File: config.mk
export PLATFORM = sky130hd
export DESIGN_NAME = hardware_watchdog_timer
export DESIGN_NICKNAME = d
export VERILOG_FILES = /design/src/wdt_pkg.sv /design/src/wdt_pulse_gen.sv /design/src/hardware_watchdog_timer.sv
export SDC_FILE = /design/constraint.sdc
export NUM_CORES = 1
export LEC_CHECK = 0
export BUFFER_PORTS_ARGS = -buffer_cell sky130_fd_sc_hd__buf_4
export CORE_UTILIZATION = 40
export CTS_CLUSTER_DIAMETER = 50
export DETAILED_ROUTE_END_ITERATION = 8
export PLACE_DENSITY = 0.66
export RECOVER_POWER = 50
export SLEW_MARGIN = 20
export SYNTH_ARGS = -nofsm -noshare
export SYNTH_HDL_FRONTEND = slang
export SYNTH_SLANG_ARGS = --single-unit
File: constraint.sdc
create_clock -name clk_sys_i -period 2.4 [get_ports clk_sys_i]
set_input_delay 0.24 -clock clk_sys_i [delete_from_list [all_inputs] [get_ports clk_sys_i]]
set_output_delay 0.24 -clock clk_sys_i [all_outputs]
set_load 0.02 [all_outputs]
File: src/wdt_pkg.sv
package wdt_pkg;

  // register map, special-function addresses
  localparam logic [7:0] SERVICE_KEY_ADDR   = 8'hA6;
  localparam logic [7:0] PERIOD_SELECT_ADDR = 8'hA7;

  // key sequence
  localparam logic [7:0] KEY_FIRST  = 8'h1E;
  localparam logic [7:0] KEY_SECOND = 8'hE1;

  // period register layout
  localparam int          PERIOD_SEL_LSB   = 0;
  localparam int          PERIOD_SEL_W     = 3;
  localparam logic [2:0]  PERIOD_SEL_RST   = 3'h0;

  // counter geometry
  localparam int          CORE_W           = 14;
  localparam logic [13:0] CORE_TERMINAL    = 14'h3FFF;
  localparam int          PRESCALE_W       = 7;

  // reset pulse on overflow, in peripheral clock periods
  localparam int          RST_PULSE_CYCLES = 96;
  localparam int          RST_CNT_W        = 7;

  // unmapped reads
  localparam logic [7:0]  READ_DEFAULT     = 8'h00;

  typedef struct packed {
    logic [7:0] addr;
    logic [7:0] wdata;
    logic       wr;
    logic       rd;
  } reg_req_t;

  typedef struct packed {
    logic       idle;        // oscillator runs, cpu halted
    logic       power_down;  // oscillator halted
    logic       ext_int_n;   // level external interrupt pin, active low
  } power_ctl_t;

endpackage

File: src/wdt_pulse_gen.sv
`timescale 1ns/1ps

module wdt_pulse_gen #(
  parameter int LEN = wdt_pkg::RST_PULSE_CYCLES,
  parameter int W   = wdt_pkg::RST_CNT_W
) (
  // clock and reset
  input  wire logic clk_sys_i,
  input  wire logic sys_rst_i,
  // trigger and pulse
  input  wire logic start_i,
  output logic      pulse_o
);
  import wdt_pkg::*;

  typedef struct packed {
    logic [W-1:0] cnt;
    logic         act;
  } pulse_state_t;

  pulse_state_t state_ff;
  pulse_state_t nxt_state;

  always_comb begin
    nxt_state = state_ff;
    if (state_ff.act) begin
      if (state_ff.cnt == W'(LEN - 1)) begin
        nxt_state.act = 1'b0;
        nxt_state.cnt = '0;
      end else begin
        nxt_state.cnt = state_ff.cnt + W'(1);
      end
    end else if (start_i) begin
      nxt_state.act = 1'b1;
      nxt_state.cnt = '0;
    end
  end

  // pulse generator must survive the reset it causes, so only sys reset clears it
  always_ff @(posedge clk_sys_i) begin
    if (sys_rst_i) begin
      state_ff <= '0;
    end else begin
      state_ff <= nxt_state;
    end
  end

  assign pulse_o = state_ff.act;

endmodule // wdt_pulse_gen

File: src/hardware_watchdog_timer.sv
`timescale 1ns/1ps

// Functional notes
// - the core is a 14-bit up-counter enabled and restarted through a service register.
// - after any reset the watchdog is off and does not count until keyed.
// - writing 1E then E1 to the service register at A6 enables the watchdog.
// - once enabled the counter advances once per machine cycle while the oscillator runs.
// - once enabled no write can disable it; only a reset or its own overflow does.
// - the core overflows at 3FFF and that overflow resets the device.
// - an overflow drives an active-high reset pulse on the reset pin.
// - the overflow reset pulse lasts 96 peripheral clock periods.
// - the service register is write-only and the counter is not software visible.
// - a 7-bit prescaler extends the time-out, selected by bits 2..0 of the period register.
// - the period register is set before enabling and frozen after until reset.
// - in power-down the counter holds its value.
// - after leaving power-down by a level interrupt, counting resumes once the line is high.
// - in idle the enabled watchdog keeps counting and may reset the device.
module hardware_watchdog_timer (
  // clock and reset
  input  wire logic               clk_sys_i,
  input  wire logic               sys_rst_i,
  // register port
  input  wire logic [7:0]         addr_i,
  input  wire logic [7:0]         wdata_i,
  input  wire logic               wr_i,
  input  wire logic               rd_i,
  output logic      [7:0]         rdata_o,
  // machine cycle strobe, same clock domain
  input  wire logic               mcycle_i,
  // power state, pins
  input  wire logic               idle_i,
  input  wire logic               power_down_i,
  input  wire logic               ext_int_n_i,
  // reset pin drive and status
  output logic                    wdt_rst_o,
  output logic                    wdt_enabled_o
);
  import wdt_pkg::*;

  localparam int TOT_W = CORE_W + PRESCALE_W;

  typedef enum logic [1:0] {
    ST_OFF,
    ST_RUN,
    ST_HOLD,
    ST_WAKE
  } run_state_t;

  typedef struct packed {
    run_state_t                 run;
    logic                       key_armed;
    logic [TOT_W-1:0]           count;
    logic [PERIOD_SEL_W-1:0]    period_sel;
    logic [7:0]                 rdata;
    logic                       enabled;
    logic                       ovf;
    logic [1:0]                 idle_sync;
    logic [1:0]                 pd_sync;
    logic [1:0]                 int_sync;
  } wdt_state_t;

  wdt_state_t state_ff;
  wdt_state_t nxt_state;
  reg_req_t   req;
  power_ctl_t pwr;
  logic       pulse;

  // terminal value for a select code; higher codes take prescaler bits
  function automatic logic [TOT_W-1:0] terminal_of(input logic [PERIOD_SEL_W-1:0] sel);
    logic [TOT_W-1:0] t;
    t = {{PRESCALE_W{1'b0}}, CORE_TERMINAL};
    for (int i = 0; i < (1 << PERIOD_SEL_W); i++) begin
      if (PERIOD_SEL_W'(i) < sel) begin
        t = {t[TOT_W-2:0], 1'b1};
      end
    end
    return t;
  endfunction

  assign req = '{addr: addr_i, wdata: wdata_i, wr: wr_i, rd: rd_i};

  // pins pass two flops; only stage [1] is read
  assign pwr = '{idle: state_ff.idle_sync[1],
                 power_down: state_ff.pd_sync[1],
                 ext_int_n: state_ff.int_sync[1]};

  always_comb begin
    logic key_hit;
    logic tick;
    key_hit = 1'b0;
    tick    = 1'b0;
    nxt_state = state_ff;
    nxt_state.ovf       = 1'b0;
    nxt_state.idle_sync = {state_ff.idle_sync[0], idle_i};
    nxt_state.pd_sync   = {state_ff.pd_sync[0], power_down_i};
    nxt_state.int_sync  = {state_ff.int_sync[0], ext_int_n_i};

    // register writes
    if (req.wr && req.addr == SERVICE_KEY_ADDR) begin
      key_hit = state_ff.key_armed && (req.wdata == KEY_SECOND);
      nxt_state.key_armed = (req.wdata == KEY_FIRST);
    end else if (req.wr && req.addr == PERIOD_SELECT_ADDR) begin
      if (!state_ff.enabled) begin
        nxt_state.period_sel = req.wdata[PERIOD_SEL_LSB +: PERIOD_SEL_W];
      end
    end

    // reads: service key and counter are not visible
    nxt_state.rdata = READ_DEFAULT;
    if (req.rd && req.addr == PERIOD_SELECT_ADDR) begin
      nxt_state.rdata = {{(8 - PERIOD_SEL_W){1'b0}}, state_ff.period_sel};
    end

    // idle keeps the oscillator running, so it does not stop counting
    tick = mcycle_i;

    case (state_ff.run)
      ST_OFF: begin
        if (key_hit) begin
          nxt_state.run     = ST_RUN;
          nxt_state.enabled = 1'b1;
          nxt_state.count   = '0;
        end
      end
      ST_RUN: begin
        if (pwr.power_down) begin
          nxt_state.run = ST_HOLD;
        end else if (key_hit) begin
          nxt_state.count = '0;
        end else if (tick) begin
          if (state_ff.count == terminal_of(state_ff.period_sel)) begin
            nxt_state.ovf = 1'b1;
          end else begin
            nxt_state.count = state_ff.count + TOT_W'(1);
          end
        end
      end
      ST_HOLD: begin
        // count frozen while oscillator is halted
        if (!pwr.power_down) begin
          nxt_state.run = pwr.ext_int_n ? ST_RUN : ST_WAKE;
        end
      end
      ST_WAKE: begin
        if (pwr.ext_int_n) begin
          nxt_state.run = ST_RUN;
        end
        if (key_hit) begin
          nxt_state.count = '0;
        end
      end
      default: begin
        nxt_state.run = ST_OFF;
      end
    endcase

    // overflow resets the device, which disables the watchdog again
    if (state_ff.ovf || pulse) begin
      nxt_state.run        = ST_OFF;
      nxt_state.enabled    = 1'b0;
      nxt_state.count      = '0;
      nxt_state.key_armed  = 1'b0;
      nxt_state.period_sel = PERIOD_SEL_RST;
      nxt_state.ovf        = 1'b0;
    end
  end

  // nothing but reset or overflow clears enabled
  always_ff @(posedge clk_sys_i) begin
    if (sys_rst_i) begin
      state_ff <= '{run: ST_OFF, period_sel: PERIOD_SEL_RST, rdata: READ_DEFAULT,
                    int_sync: 2'b11, default: '0};
    end else begin
      state_ff <= nxt_state;
    end
  end

  wdt_pulse_gen #(
    .LEN (RST_PULSE_CYCLES),
    .W   (RST_CNT_W)
  ) u_pulse (
    .clk_sys_i (clk_sys_i),
    .sys_rst_i (sys_rst_i),
    .start_i   (state_ff.ovf),
    .pulse_o   (pulse)
  );

  assign rdata_o       = state_ff.rdata;
  assign wdt_rst_o     = pulse;
  assign wdt_enabled_o = state_ff.enabled;

endmodule // hardware_watchdog_timer

==> reports/qor.yml <==
finalSetupTns_ns: 0
clock-root-buffer: "clkbuf_8"
cp.buffers_inverters: 2
p_leak_nw: 1.14
cts_buffers: 5
setup_viol: 0
gp_congestion: 0.869
synth_top_family_by_area: "simple AND/OR/NAND/NOR gates"
worstPathRequired_ns: 2.59
outcome: "finished with violations"
cts.path.max_buffers: 2
slowest_stage: "or4_4"
antenna_found_initial: 0
yosysWarnings: 0
grt-ovfl-total: 0
routed-wl-met3_um: 252
grt_pass1_vias: 2323
clock_sinks: 44
dieHeight_um: 84.1
hp-class: "in -> reg"
arrival_ns: 2.50
core_area_mm2: 0.00642
wl_met2_um: 2950
syn_avg_cell_area_um2: 8.39
dp_hpwl_um: 4420
ff2ff_path_depth: 7
irDropWorstVdd_mv: 0.412
synth_ff_type: "dfxtp_1"
antennaDiodeCount: 0
cts_tree: "yes"
syn-cell-area_mm2: 0.00269
p_per_area_mw_per_mm2: 432
period_needed_ns: 2.30
drt_first_pass_iters: 7
worstMarginPinSlew_ns: 0.576
drive_above_1_share_pct: 21.5
synth-simple-area-share_pct: 30.0
h-tree-depth: 2
timing.critical_path.cells: "buf_4 -> nor4b_4 -> nand3_1 -> or4_4 -> a211o_4 -> or3_1 -> buf_4 -> o41ai_2"
wirelength_um: 6350
dr.first_iter.drc_count: 120
synth-adder-area-share_pct: 3.72
violations: "design-rule violations"
nets: 385
port_buffers: 27
synth_compound_area_share_pct: 23.8
path_class: "in -> reg"
final_cell_mix: "42 x dfxtp_1, 38 x buf_4, 21 x nor2_1, 21 x nand2_1"
cp_common_cell: "buf_4"
dp_cells: 422
area_growth_pct: 18.0
rsz0062_at_grt: "yes"
post-place-ws_ns: -0.194
end_kind: "register"
start_kind: "input pin"
grt_first_pass_wirelength_um: 10600
yosysSeqAreaShare_pct: 32.7
ys_seq_elements: 44
ant_nets: 0
cap_viol_max_count: 0
synth_edf_count: 0
die_w_um: 84.1
vias_per_cell: 5.98
initial_core_util_pct: 41.9
skew_ns: 0.0133
fin_crit_sh_pct: 96.0
highest_layer: "met4"
crit_cells: 8
synthArstFlopShare_pct: 0
drc: 2
fin_cells: 431
ys_types: 59
insertion_delay_ns: 0.30
cts_hold_buffers: 0
synth_xor_area_share_pct: 0.975
fill_cells: 626
grt_util_all_layers_pct: 18.3
cpPeakStageDelay_ns: 0.53
clock.fmax_mhz: 434
vias: 2578
routedWlPerCell_um: 14.7
setup_ws_ns: 0.0951
cp_max_fo: 3
synthMuxAreaShare_pct: 1.11
crit_family: "simple AND/OR/NAND/NOR gates"
wl_met1_um: 3080
mostFrequentLayoutCell: "dfxtp_1"
dieArea_mm2: 0.00707
io-pin-count: 34
syn_inst: 321
drv_slew: 0
holdPathStages: 2
grt_max_degree: 34
relSlewSlack_pct: 61.6
rows: 29
hold_viol: 0
path_clk_slew_ns: 0.09
synthesized netlist by cell type (2+ instances only):
| library cell | n | area, um^2 |
|---|---|---|
| a211oi_1 | 3 | 22.5 |
| a21oi_1 | 17 | 85.1 |
| a31oi_1 | 4 | 25.0 |
| and2_1 | 2 | 12.5 |
| and3_1 | 4 | 25.0 |
| and3b_1 | 2 | 17.5 |
| buf_4 | 8 | 60.1 |
| buf_6 | 2 | 22.5 |
| clkbuf_1 | 18 | 67.6 |
| dfxtp_1 | 44 | 881 |
| ha_1 | 8 | 100 |
| inv_1 | 12 | 45.0 |
| mux2i_1 | 3 | 30.0 |
| nand2_1 | 21 | 78.8 |
| nand2b_1 | 3 | 18.8 |
| nand3_1 | 14 | 70.1 |
| nand3b_1 | 2 | 15.0 |
| nand4_1 | 8 | 50.1 |
| nand4b_1 | 3 | 26.3 |
| nor2_1 | 21 | 78.8 |
| nor2b_1 | 9 | 56.3 |
| nor3_1 | 7 | 35.0 |
| nor3b_1 | 2 | 15.0 |
| nor4_1 | 3 | 18.8 |
| nor4b_1 | 2 | 17.5 |
| o21ai_0 | 13 | 65.1 |
| o21ai_1 | 9 | 45.0 |
| o311ai_1 | 17 | 149 |
| o31ai_1 | 3 | 22.5 |
| o41ai_1 | 4 | 35.0 |
| o41ai_2 | 6 | 97.6 |
| or2_2 | 4 | 25.0 |
| or3_1 | 5 | 31.3 |
| or4_1 | 9 | 67.6 |
| or4b_1 | 3 | 30.0 |
| xor2_1 | 3 | 26.3 |
final timing paths:
kind,start,end,slack [ns]
worst min register to register,nxt_state[1],pwr[0],0.41
worst max register to register,state_ff[40],state_ff[37],0.11
worst min-delay path,ext_int_n_i,nxt_state[1],0.12
worst max-delay path,wdata_i[2],state_ff[37],0.1
state kept, by name, summed over array words and instances (netlist names):
signal and cells:
u_pulse.state_ff 7, nxt_state 2, rdata_o 3, u_pulse.pulse_o 1
pwr 2, state_ff 28, wdt_enabled_o 1
logic make-up (layout without fill, tap and decap cells):
| family | count (synthesis) | after routing |
|---|---|---|
| flops | 44 | 44 |
| mux | 3 | 3 |
| buf+inv | 42 | 71 |
| fa+ha+maj | 8 | 8 |
| xor+xnor | 3 | 3 |
| other cells | 1 | 5 |
| compound gates | 86 | 86 |
| simple gates | 134 | 134 |
per-layer routing:
layer,GRT usage [%],vias to the layer above
met4,5.33,0
met2,29.1,56
met1,24.9,1242
li1,-,1272
met5,0,-
met3,3.56,8
area by class of cell:
type	instances	area, um^2	area share, %
Tap cell	77	96.3	3.03
Clock inverter	3	23.8	0.748
Multi-Input combinational cell	239	1660	52.2
Clock buffer	5	68.8	2.17
Inverter	12	45.0	1.42
Timing Repair Buffer	51	402	12.6
Sequential cell	44	883	27.8
repair_timing:
item,in CTS,in global routing
setup buffers,1,0
gates resized for setup,1,6
pin swaps,2,1
setup endpoints to repair,3,21
metrics by stage:
stage | instance area (um^2) | util (%) | hold WS, ns | total power [mW]
floorplan | 2720 | - | 0.312 | 0.845
global placement | 3080 | 47.9 | 0.392 | 0.910
detailed placement | 3080 | 47.9 | 0.394 | 0.913
CTS | 3180 | 49.6 | 0.118 | 1.39
global route | 3180 | 49.5 | 0.115 | 1.44
finish | 3180 | 49.5 | 0.122 | 1.37
report_power, final:
group / internal [mW] / switching, mW
clock: 0.206 / 0.268
combinational: 0.0699 / 0.0898
sequential: 0.734 / 0.00340
(Power assumes the default switching activity.)
